--- config.mk ---
export PLATFORM = sky130hd
export DESIGN_NAME = ssi_strap_sampler
export DESIGN_NICKNAME = d
export VERILOG_FILES = /design/src/ssi_pkg.sv /design/src/ssi_strap_sampler.sv
export SDC_FILE = /design/constraint.sdc
export NUM_CORES = 1
export LEC_CHECK = 0
export ABC_CLOCK_PERIOD_IN_PS = 1300
export BUFFER_PORTS_ARGS = -buffer_cell sky130_fd_sc_hd__buf_2
export CAP_MARGIN = 20
export CORE_MARGIN = 5
export CORE_UTILIZATION = 41
export DETAILED_ROUTE_END_ITERATION = 6
export PLACE_DENSITY_LB_ADDON = 0.2
export SLEW_MARGIN = 10
export SYNTH_ARGS = -nofsm -noshare
export SYNTH_HDL_FRONTEND = slang
export SYNTH_SLANG_ARGS = --single-unit
--- constraint.sdc ---
create_clock -name pclk -period 1.3 [get_ports pclk]
set_input_delay 0.065 -clock pclk [delete_from_list [all_inputs] [get_ports pclk]]
set_output_delay 0.065 -clock pclk [all_outputs]
set_load 0.005 [all_outputs]
--- src/ssi_pkg.sv ---
// Constants, field layouts and types of the strap sampling block
package ssi_pkg;

  // ****************************************************************
  // Register map
  // ****************************************************************
  localparam int unsigned ADDR_W = 8;
  localparam logic [ADDR_W-1:0] ADDR_CTRL = 8'h00;
  localparam logic [ADDR_W-1:0] ADDR_STATUS = 8'h04;

  // Control fields
  localparam int unsigned CTRL_CONFIGURED = 0;
  localparam int unsigned CTRL_SUSPENDED = 1;
  localparam int unsigned CTRL_W = 2;
  localparam logic [CTRL_W-1:0] CTRL_RESET = 2'h0;

  // Status fields
  localparam int unsigned ST_FPC_LSB = 0;
  localparam int unsigned ST_CFG_LSB = 2;
  localparam int unsigned ST_CHG_LSB = 4;
  localparam int unsigned ST_COMPOUND = 8;
  localparam int unsigned ST_SELF_PWR = 9;
  localparam int unsigned ST_STRAP_EN = 10;
  localparam int unsigned ST_CAPTURED = 11;
  localparam int unsigned ST_ACTIVE = 12;

  localparam logic [31:0] RDATA_ZERO = 32'h0000_0000;

  // ****************************************************************
  // Straps and codes
  // ****************************************************************
  localparam int unsigned NUM_PORTS = 4;

  localparam logic [1:0] CFG_DEFAULT = 2'h0;
  localparam logic [1:0] CFG_SERIAL_MGMT = 2'h1;
  localparam logic [1:0] CFG_BUS_POWERED = 2'h2;
  localparam logic [1:0] CFG_EEPROM = 2'h3;

  localparam logic [1:0] FPC_NONE = 2'h0;
  localparam logic [1:0] FPC_PORT1 = 2'h1;
  localparam logic [1:0] FPC_PORT12 = 2'h2;
  localparam logic [1:0] FPC_PORT123 = 2'h3;

  // Codes with this bit set drive the indicator active low
  localparam int unsigned FPC_POLARITY_BIT = 0;

  // ****************************************************************
  // Types
  // ****************************************************************
  typedef enum logic [3:0] {
    SSI_WAIT1 = 4'b0001,
    SSI_WAIT2 = 4'b0010,
    SSI_CAPTURE = 4'b0100,
    SSI_RUN = 4'b1000
  } ssi_phase_t;

  typedef struct packed {
    logic [1:0] cfg_sel;
    logic fixed_port_strap1;
    logic fixed_port_strap0;
    logic [NUM_PORTS-1:0] charge_enable_straps;
    logic self_power_detect;
  } ssi_pins_t;

  typedef struct packed {
    logic [1:0] cfg_sel;
    logic strap_en;
    logic [1:0] fixed_port_code;
    logic [NUM_PORTS-1:0] charge_enable;
  } ssi_strap_t;

  typedef struct packed {
    ssi_phase_t phase;
    ssi_pins_t sync1;
    ssi_pins_t sync2;
    ssi_strap_t strap;
    logic [CTRL_W-1:0] ctrl;
    logic self_powered;
    logic compound;
    logic ind_o;
    logic ind_oe;
    logic pready;
    logic pslverr;
    logic [31:0] prdata;
  } ssi_state_t;

  localparam ssi_state_t STATE_RESET = '{
    phase: SSI_WAIT1,
    sync1: '0,
    sync2: '0,
    strap: '0,
    ctrl: CTRL_RESET,
    self_powered: 1'b0,
    compound: 1'b0,
    ind_o: 1'b0,
    ind_oe: 1'b0,
    pready: 1'b0,
    pslverr: 1'b0,
    prdata: RDATA_ZERO
  };

endpackage : ssi_pkg

--- src/ssi_strap_sampler.sv ---
// Strap capture, indicator drive and APB register slave
//
// Implementation choices: the APB slave port and the address map.
`timescale 1ns/1ps

module ssi_strap_sampler (
  input wire logic pclk,
  input wire logic presetn,
  input wire logic psel,
  input wire logic penable,
  input wire logic pwrite,
  input wire logic [ssi_pkg::ADDR_W-1:0] paddr,
  input wire logic [31:0] pwdata,
  output logic [31:0] prdata,
  output logic pready,
  output logic pslverr,
  input wire logic [1:0] cfg_sel,
  input wire logic fixed_port_strap0_i,
  output logic activity_indicator_o,
  output logic activity_indicator_oe,
  input wire logic fixed_port_strap1,
  input wire logic [ssi_pkg::NUM_PORTS-1:0] charge_enable_straps,
  input wire logic self_power_detect,
  output logic [1:0] fixed_port_code,
  output logic [ssi_pkg::NUM_PORTS-1:0] charge_enable,
  output logic compound_device,
  output logic self_powered,
  output logic strap_captured
);

  // ****************************************************************
  // State
  // ****************************************************************
  ssi_pkg::ssi_state_t state_q;
  ssi_pkg::ssi_state_t state_d;
  ssi_pkg::ssi_pins_t pins_raw;
  logic strap_en;
  logic hub_active;
  logic [31:0] status_word;

  assign pins_raw.cfg_sel = cfg_sel;
  assign pins_raw.fixed_port_strap1 = fixed_port_strap1;
  assign pins_raw.fixed_port_strap0 = fixed_port_strap0_i;
  assign pins_raw.charge_enable_straps = charge_enable_straps;
  assign pins_raw.self_power_detect = self_power_detect;

  // ****************************************************************
  // Next state
  // ****************************************************************
  always_comb begin
    state_d = state_q;
    strap_en = 1'b0;

    // Pins are asynchronous; two stages before any use
    state_d.sync1 = pins_raw;
    state_d.sync2 = state_q.sync1;

    // Hub state as set by software
    hub_active = state_q.ctrl[ssi_pkg::CTRL_CONFIGURED] &
                 !state_q.ctrl[ssi_pkg::CTRL_SUSPENDED];

    // Capture waits for the synchroniser to fill after release
    unique case (state_q.phase)
      ssi_pkg::SSI_WAIT1: begin
        state_d.phase = ssi_pkg::SSI_WAIT2;
      end
      ssi_pkg::SSI_WAIT2: begin
        state_d.phase = ssi_pkg::SSI_CAPTURE;
      end
      ssi_pkg::SSI_CAPTURE: begin
        state_d.strap.cfg_sel = state_q.sync2.cfg_sel;
        strap_en = (state_q.sync2.cfg_sel == ssi_pkg::CFG_DEFAULT) ||
                   (state_q.sync2.cfg_sel ==
                    ssi_pkg::CFG_BUS_POWERED);
        state_d.strap.strap_en = strap_en;
        if (strap_en) begin
          // Unpulled pin reads low through the internal pull-down
          state_d.strap.fixed_port_code = {
            state_q.sync2.fixed_port_strap1,
            state_q.sync2.fixed_port_strap0
          };
          state_d.strap.charge_enable =
            state_q.sync2.charge_enable_straps;
        end else begin
          state_d.strap.fixed_port_code = ssi_pkg::FPC_NONE;
          state_d.strap.charge_enable = '0;
        end
        state_d.phase = ssi_pkg::SSI_RUN;
      end
      ssi_pkg::SSI_RUN: begin
        // Straps are left alone until the next reset
        state_d.phase = ssi_pkg::SSI_RUN;
      end
    endcase

    // Any fixed port makes a compound device
    state_d.compound =
      (state_d.strap.fixed_port_code != ssi_pkg::FPC_NONE);

    // Low means all power from upstream
    state_d.self_powered = state_q.sync2.self_power_detect;

    // Pin stays an input until the strap has been taken
    state_d.ind_oe = (state_q.phase == ssi_pkg::SSI_RUN);
    // Odd codes invert the indicator
    state_d.ind_o = hub_active ^
      state_q.strap.fixed_port_code[ssi_pkg::FPC_POLARITY_BIT];

    // ****************************************************************
    // APB slave
    // ****************************************************************
    status_word = ssi_pkg::RDATA_ZERO;
    status_word[ssi_pkg::ST_FPC_LSB +: 2] = state_q.strap.fixed_port_code;
    status_word[ssi_pkg::ST_CFG_LSB +: 2] = state_q.strap.cfg_sel;
    status_word[ssi_pkg::ST_CHG_LSB +: ssi_pkg::NUM_PORTS] =
      state_q.strap.charge_enable;
    status_word[ssi_pkg::ST_COMPOUND] = state_q.compound;
    status_word[ssi_pkg::ST_SELF_PWR] = state_q.self_powered;
    status_word[ssi_pkg::ST_STRAP_EN] = state_q.strap.strap_en;
    status_word[ssi_pkg::ST_CAPTURED] = state_q.ind_oe;
    status_word[ssi_pkg::ST_ACTIVE] = hub_active;

    state_d.pready = 1'b0;
    state_d.pslverr = 1'b0;

    // Answer is prepared in setup so read data is stable in access
    if (psel && !penable) begin
      state_d.pready = 1'b1;
      state_d.prdata = ssi_pkg::RDATA_ZERO;
      unique case (paddr)
        ssi_pkg::ADDR_CTRL: begin
          state_d.prdata[ssi_pkg::CTRL_W-1:0] = state_q.ctrl;
        end
        ssi_pkg::ADDR_STATUS: begin
          state_d.prdata = status_word;
        end
        default: begin
          state_d.pslverr = 1'b1;
        end
      endcase
    end else if (psel && penable && state_q.pready) begin
      // Write lands at the completing edge only
      state_d.pslverr = 1'b0;
      if (pwrite && (paddr == ssi_pkg::ADDR_CTRL)) begin
        state_d.ctrl = pwdata[ssi_pkg::CTRL_W-1:0];
      end
    end else if (psel && penable) begin
      state_d.pready = state_q.pready;
      state_d.pslverr = state_q.pslverr;
    end
  end

  // ****************************************************************
  // Registers
  // ****************************************************************
  always_ff @(posedge pclk or negedge presetn) begin
    if (!presetn) begin
      state_q <= ssi_pkg::STATE_RESET;
    end else begin
      state_q <= state_d;
    end
  end

  // ****************************************************************
  // Outputs
  // ****************************************************************
  assign prdata = state_q.prdata;
  assign pready = state_q.pready;
  assign pslverr = state_q.pslverr;
  assign activity_indicator_o = state_q.ind_o;
  assign activity_indicator_oe = state_q.ind_oe;
  assign fixed_port_code = state_q.strap.fixed_port_code;
  assign charge_enable = state_q.strap.charge_enable;
  assign compound_device = state_q.compound;
  assign self_powered = state_q.self_powered;
  assign strap_captured = state_q.ind_oe;

endmodule : ssi_strap_sampler

==> summary.txt, run 1 <==
Run status
  • Status: complete, but fails checks
  • Failing checks: setup timing

Floorplanning
  • FP Rows: 26
  • Die Area: ~6700 um2
  • Core Area: ~5000 um2
  • Die Y-Extent: ~82 um
  • I/O pin total: ~100
  • Die width: between 80 and 90 um
  • Initial core utilization: about two fifths

Final layout
  • Layout Nets: roughly 290
  • Multi-input logic area: roughly 580 um2
  • ANT cells: 0
  • Layout cells sized above 1: approximately a third
  • Layout area overhead: 18.6%
  • Post-route cell area: about 2500 um2
  • Fillers: between 400 and 500
  • Storage element area: roughly 1300 um2

Critical path
  • FF-to-FF path depth: 2
  • Crit-path max FO: 5
  • Slowest cell on crit path: or4b_4
  • Top delay family on crit path: simple AND/OR/NAND/NOR gates
  • CP endpoint kind: flop
  • Buf/Inv on CP: 0
  • Max stage delay on crit path: 0.58 ns
  • Critical Path AT: 1.57 ns
  • CP Data Required Time: 1.48 ns
  • Crit path cell chain: or4b_4 > mux2_4
  • Critical path type: flop to flop
  • Startpoint types: flop
  • Critical path depth: 2

Place
  • Count of buffers from port buffering: just under 50
  • Routability congestion estimate: a little under 0.7
  • Hpwl dp: ~2600 um
  • Area after DPL: between 2000 and 2500 um2
  • Pre-CTS setup slack: -0.163 ns

Clock tree
  • Register clock-pin slew on the reported worst setup and hold paths: 0.08 ns
  • H-tree depth: 2
  • Setup bufs post-CTS: 0
  • CTS Sinks: between 50 and 60
  • Clock tree root driver cell: clkbuf_8
  • Cts bufs inserted: 5
  • CTS Buffer Depth: 2
  • TritonCTS clock tree: yes
  • Worst skew pair latency: about 0.3 ns

Drt
  • # DRC: 0
  • DRT iter0 DRCs: 43
  • Post-detailed-route wirelength per cell: roughly 11 um
  • First-pass DRT Iterations: 4
  • Vias: 1257
  • Vias per cell: just over 4
  • WL final: 3390 um
  • Post-DRT Antenna Nets: 0

Yosys
  • Post-synth EDFFs: 0
  • Fraction of registers with async set/reset: 100%
  • Register area share after synthesis: 61.1%
  • Post-synthesis cell area: ~2100 um2
  • Share of the synthesized area in the top cell type: about 60%
  • Avg Cell Area, Syn: about 12 um2
  • Ys Warns: 0
  • Dominant cell type by area after synthesis: dfrtp_1
  • Synth Instances: 181
  • Yosys reg bits: between 50 and 60
  • Ys flop type: dfrtp_1
  • Post-synth cell types: 31
  • Main area contributors after synthesis: dfrtp_1, buf_4, nand2_1

STA
  • Final min period: around 1.4 ns
  • Final Cycle Share: 106%
  • Final max-slew violation count: 0
  • Hold Vio Cnt, Final: 0
  • RSZ-0062 raised after global routing: true
  • Max Clock Freq: 723 MHz
  • Final setup viols: 11
  • Worst-case clock skew: 0.00627 ns
  • Final worst setup slack: -0.0825 ns

Power
  • P_int: between 2000 and 2500 uW
  • Clock Power Share: between 20 and 30%
  • Max IR drop VDD: 808 uV
  • Final total power: 3310 uW
  • Sw Share: 25.2%
  • Cell area power density: 1310 nW/um2
  • Net Sw Power: roughly 830 uW
  • Leakage: 0.00128 uW
  • Register share of total power: around 60%
  • Combinational fraction of design power: between 15 and 20%

Min path
  • Hold path depth: 4
  • Hold Path Class: input port to flop

Global route
  • Most used routing layer in global routing: met2
  • Vias in the first global route: around 1200
  • Met3 Use GR: ~3.9%
  • Largest net degree at the start of global routing: 29
  • Total congestion overflow: 0
  • Grt met2 use: approximately 17%
  • First-pass GRT wire length: about 5600 um
  • Initial antenna violation count: 0
  • GRT met1 Usage: around 14%
  • Global-route usage over all layers: 11.2%

Run
  • Maxcap violations: 0
[cells in the final DEF (no fill, tap or decap), types with 3 or more instances in the layout]
master         count
o21ai_2            3
dlygate4sd3_1     13
o31ai_1            3
buf_4              7
mux2i_1            3
nand2_2            4
o21ai_1            4
clkbuf_8           5
buf_2             49
conb_1            20
dfrtp_1           51
nand2b_1           8
o21ai_0           10
nand2_1           27
[kinds of logic after synthesis]
family          after synthesis  synth area share (%)
flops                        52                  61.1
simple gates                 51                  12.0
buf+inv                      46                  15.9
compound gates               23                  6.52
mux                           7                  3.88
xor+xnor                      1                 0.411
other cells                   1                 0.176
[per-layer routing]
metal  share of wire (%)  vias to the layer above
met4                 1.9                        0
met1                  44                      575
met3                 7.1                        7
met5                   0                        -
met2                  47                       35
li1                    -                      640
[stage by stage]
stage / TNS (ns) / utilization, % / std cells / hold slack (ns)
after detailed placement: -1.58 / 45.2 / 284 / 0.00960
final: -0.426 / 49.8 / 305 / 0.0801
after global routing: -0.850 / 49.8 / 305 / 0.0814
after CTS: -0.525 / 49.6 / 305 / 0.0721
after global placement: -1.35 / 45.2 / 284 / 0.00755
after floorplan: -1.08 / - / 200 / -0.231
[final timing paths]
kind,slack [ns],end,from
worst max-delay path,-0.08,state_q[47],state_q[67]
worst min-delay path,0.08,prdata[0],paddr[6]
worst max register to register,-0.08,state_q[47],state_q[67]
worst min register to register,0.35,state_q[53],state_d[53]
max in group asynchronous,0.62,activity_indicator_o,presetn
min in group asynchronous,0.21,self_powered,presetn
[cells in the mapped netlist (all sizes together) (2+ instances only)]
library cell / instances
buf: 41
o31ai: 3
nand2b: 8
nand2: 31
nor4b: 2
o21ai: 17
dfrtp: 51
nor2: 2
mux2i: 3
mux2: 4
clkbuf: 4
[state kept, by name, summed over array words and instances (netlist names), 2 cells and up]
name	count
state_q	17
prdata	13
state_d	10
charge_enable	4
fixed_port_code	2
[power by group through the flow]
stage	Sequential (uW)	Clock [uW]	Combinational [uW]
final	1940	853	513
after global routing	1970	988	572
after CTS	1940	893	513
after detailed placement	1970	0	474
after global placement	1980	0	466
after floorplan	1930	0	364
[worst reg2reg max path: cells and delay by family, from the launching register on]
kind	cells	cell delay, ns
DFF	1	0.37
muxes	1	0.32
and+or+nand+nor	1	0.58
[final cells by class]
cell class,count,share of cell area (%)
Tap cell,70,3.47
Clock buffer,7,3.02
Timing Repair Buffer,72,18.6
Clock inverter,1,0.198
Sequential cell,52,51.5
Inverter,1,0.149
Multi-Input combinational cell,102,23.0
[repair_timing]
action,CTS,global route
setup endpoints to repair,12,11
endpoints found under the hold margin,27,0
hold buffers,13,0
gates resized for setup,5,5
Power figures use the tool's default switching activity.
==> run 2: changes to the inputs <==
==> constraint.sdc (replaced) <==
create_clock -name pclk -period 1.3 [get_ports pclk]
set_input_delay 0.13 -clock pclk [delete_from_list [all_inputs] [get_ports pclk]]
set_output_delay 0.13 -clock pclk [all_outputs]
set_load 0.005 [all_outputs]
==> run 2 against run 1 <==
  * Routed wire length rose by 1.5%
  * Sequential share of layout area rose by 0.077 points
  * Power rose by 3.6%
  * Global-route usage fell by 0.054 points
  * Worst hold slack got worse by 0.014 ns
  * Clock power rose by 14%
  * Clock-buffer cell count rose by 1
  * The flow still finishes with violations (setup timing)
  * Largest power group unchanged
  * First-iteration DRC count rose by 23%
  * Sequential cell count did not move
==> summary.txt, run 2 (same netlist as run 1, synthesis figures left out) <==
Floorplanning
  • Die Area: 6740 um2 (unchanged)
  • Die Y-Extent: 82.1 um (unchanged)
  • FP Rows: 26 (unchanged)
  • Die width: 82.1 um (unchanged)
  • Initial core utilization: 42.0% (unchanged)
  • I/O pin total: 99 (unchanged)
  • Core Area: 5070 um2 (unchanged)

Place
  • Hpwl dp: 2570 um (+0.16%)
  • Routability congestion estimate: 0.704 (+2.8%)
  • Dpl cells: 285 (+0.35%)
  • Count of buffers from port buffering: 49 (unchanged)

Final layout
  • Final std cells w/o fill: 303 (-0.66%)
  • Max reg flops: 17 (unchanged)
  • Layout area overhead: 18.4%
  • Commonest non-fill, non-tap cell in the layout: dfrtp_1
  • Layout Nets: 286 (-0.69%)
  • Most frequent cells in the layout: dfrtp_1, buf_2, nand2_1, conb_1
  • Layout cells sized above 1: 35.6% (+1.6 points)
  • ANT cells: 0 (unchanged)
  • Largest Register: state_q
  • Post-layout utilization of the core: 49.7% (-0.074 points)

Critical path
  • R2r endpoint: state_q[48]
  • R2R Path Start: state_q[67]
  • Crit-path max FO: 5 (unchanged)
  • CP endpoint kind: flop
  • Startpoint types: flop
  • CP Data Required Time: 1.49 ns (about the same)
  • Critical Path AT: 1.56 ns (about the same)
  • Critical path type: flop to flop
  • FF-to-FF path depth: 2 (unchanged)
  • Worst R2R Setup Slack: -0.07 ns (about the same)

STA
  • RSZ-0062 raised after global routing: true
  • Final min period: 1.37 ns (-0.0141 ns)
  • Final worst setup slack: -0.0685 ns (+0.0141 ns)
  • Worst-case clock skew: 0.00706 ns (+0.000787 ns)
  • Final setup viols: 11 (unchanged)
  • Max Clock Freq: 731 MHz (+1.0%)
  • Final max-slew violation count: 0 (unchanged)
  • Hold Vio Cnt, Final: 0 (unchanged)
  • Final Cycle Share: 105% (-1.1 points)

Clock tree
  • CTS Sinks: 52 (unchanged)
  • Clock tree root driver cell: clkbuf_8
  • Cts bufs inserted: 5 (unchanged)
  • CTS Buffer Depth: 2 (unchanged)
  • Worst skew pair latency: 0.30 ns (about the same)
  • TritonCTS clock tree: yes
  • Register clock-pin slew on the reported worst setup and hold paths: 0.09 ns (about the same)
  • H-tree depth: 2 (unchanged)

Power
  • Cell area power density: 1360 nW/um2 (+3.8%)
  • Leakage: 0.00128 uW (+0.30%)
  • Max IR drop VDD: 687 uV (-15%)

Drt
  • First-pass DRT Iterations: 3 (-1)
  • Post-DRT Antenna Nets: 0 (unchanged)
  • Vias: 1254 (-0.24%)
  • DRT iter0 DRCs: 53 (+23%)
  • # DRC: 0 (unchanged)
  • Vias per cell: 4.14 (+0.42%)
  • WL final: 3440 um (+1.5%)
  • Post-detailed-route wirelength per cell: 11.4 um (+2.1%)

Run
  • Maxcap violations: 0 (unchanged)

Run status
  • Status: complete, but fails checks
  • Failing checks: setup timing

Min path
  • Hold path depth: 2 (-2)
  • Min-delay src: pwdata[0]
  • Hold Path Class: input port to flop
  • Hold EP: state_q[38]

Global route
  • Global-route usage over all layers: 11.2% (-0.054 points)
  • Initial antenna violation count: 0 (unchanged)
  • First-pass GRT wire length: 5650 um (+0.75%)
  • Total congestion overflow: 0 (unchanged)
  • Vias in the first global route: 1208 (+2.5%)
  • Largest net degree at the start of global routing: 23 (-21%)
[run 2: cell count changes in the layout (fill, tap and decap cells not counted)]
cell           delta
nor4b_2           -1
o21ai_2           +1
dlygate4sd3_1     -3
clkbuf_1          -1
clkbuf_8          +2
buf_4             +1
nand2_1           -1
nand2_2           +1
clkinv_2          -1
o21ai_1           -1
nor4b_1           +1
[run 2: how the worst max path moves through the flow]
| stage | start | to | slack (ns) | depth (start not counted) |
|---|---|---|---|---|
| global placement | state_q[67] | charge_enable[0] | -0.14 | 4 |
| detailed placement | state_q[67] | charge_enable[3] | -0.17 | 4 |
| finish | state_q[67] | state_q[48] | -0.07 | 2 |
| floorplan | state_q[67] | state_q[47] | -0.13 | 3 |
| CTS | state_q[67] | state_q[48] | -0.07 | 2 |
| global route | state_q[67] | compound_device | -0.1 | 3 |
[run 2: final cells by class]
class / count / area [um2]
clock buffer: 8 / 100
fill: 465 / 2550
inverter: 1 / 3.75
multi-input combinational: 102 / 582
sequential: 52 / 1300
tap: 70 / 87.6
timing repair buffer: 70 / 448
[run 2: where the power goes]
group	leakage, uW	switching, uW	internal, uW
clock	0.0000515	489	486
combinational	0.000573	226	289
sequential	0.000660	133	1800
total	0.00128	848	2580
[run 2: through the flow]
stage	instance area (um2)	TNS [ns]	total power, uW	setup slack (ns)	hold WS (ns)
2_1_floorplan	2210	-1.08	2300	-0.130	-0.166
3_3_place_gp	2300	-1.36	2440	-0.143	0.0734
3_5_place_dp	2300	-1.58	2440	-0.169	0.0722
4_1_cts	2510	-0.497	3450	-0.0655	0.0580
5_1_grt	2520	-0.916	3630	-0.0998	0.0632
6_report	2520	-0.413	3430	-0.0685	0.0658
[run 2: critical path, cell delays in order (launching register included)]
cell,delay (ns)
dfstp_2,0.37
or4b_4,0.58
mux2_4,0.31
[run 2: metal layers]
layer  share of wire (%)  track usage [%]  wire length (um)  vias to the layer above
met5                   0                0                 0                        -
met4                 1.1             4.98                38                        0
met3                 6.9             3.15               236                        4
met2                  48             17.0              1650                       35
met1                  44             14.8              1520                      582
li1                    -                -                 -                      633
[run 2: repair_timing]
action,4_1_cts,5_1_grt
resized for setup,6,5
cloned,0,0
buffers inserted,0,0
endpoints found under the hold margin,23,0
hold buffers,10,0
endpoints found under the setup margin,12,11
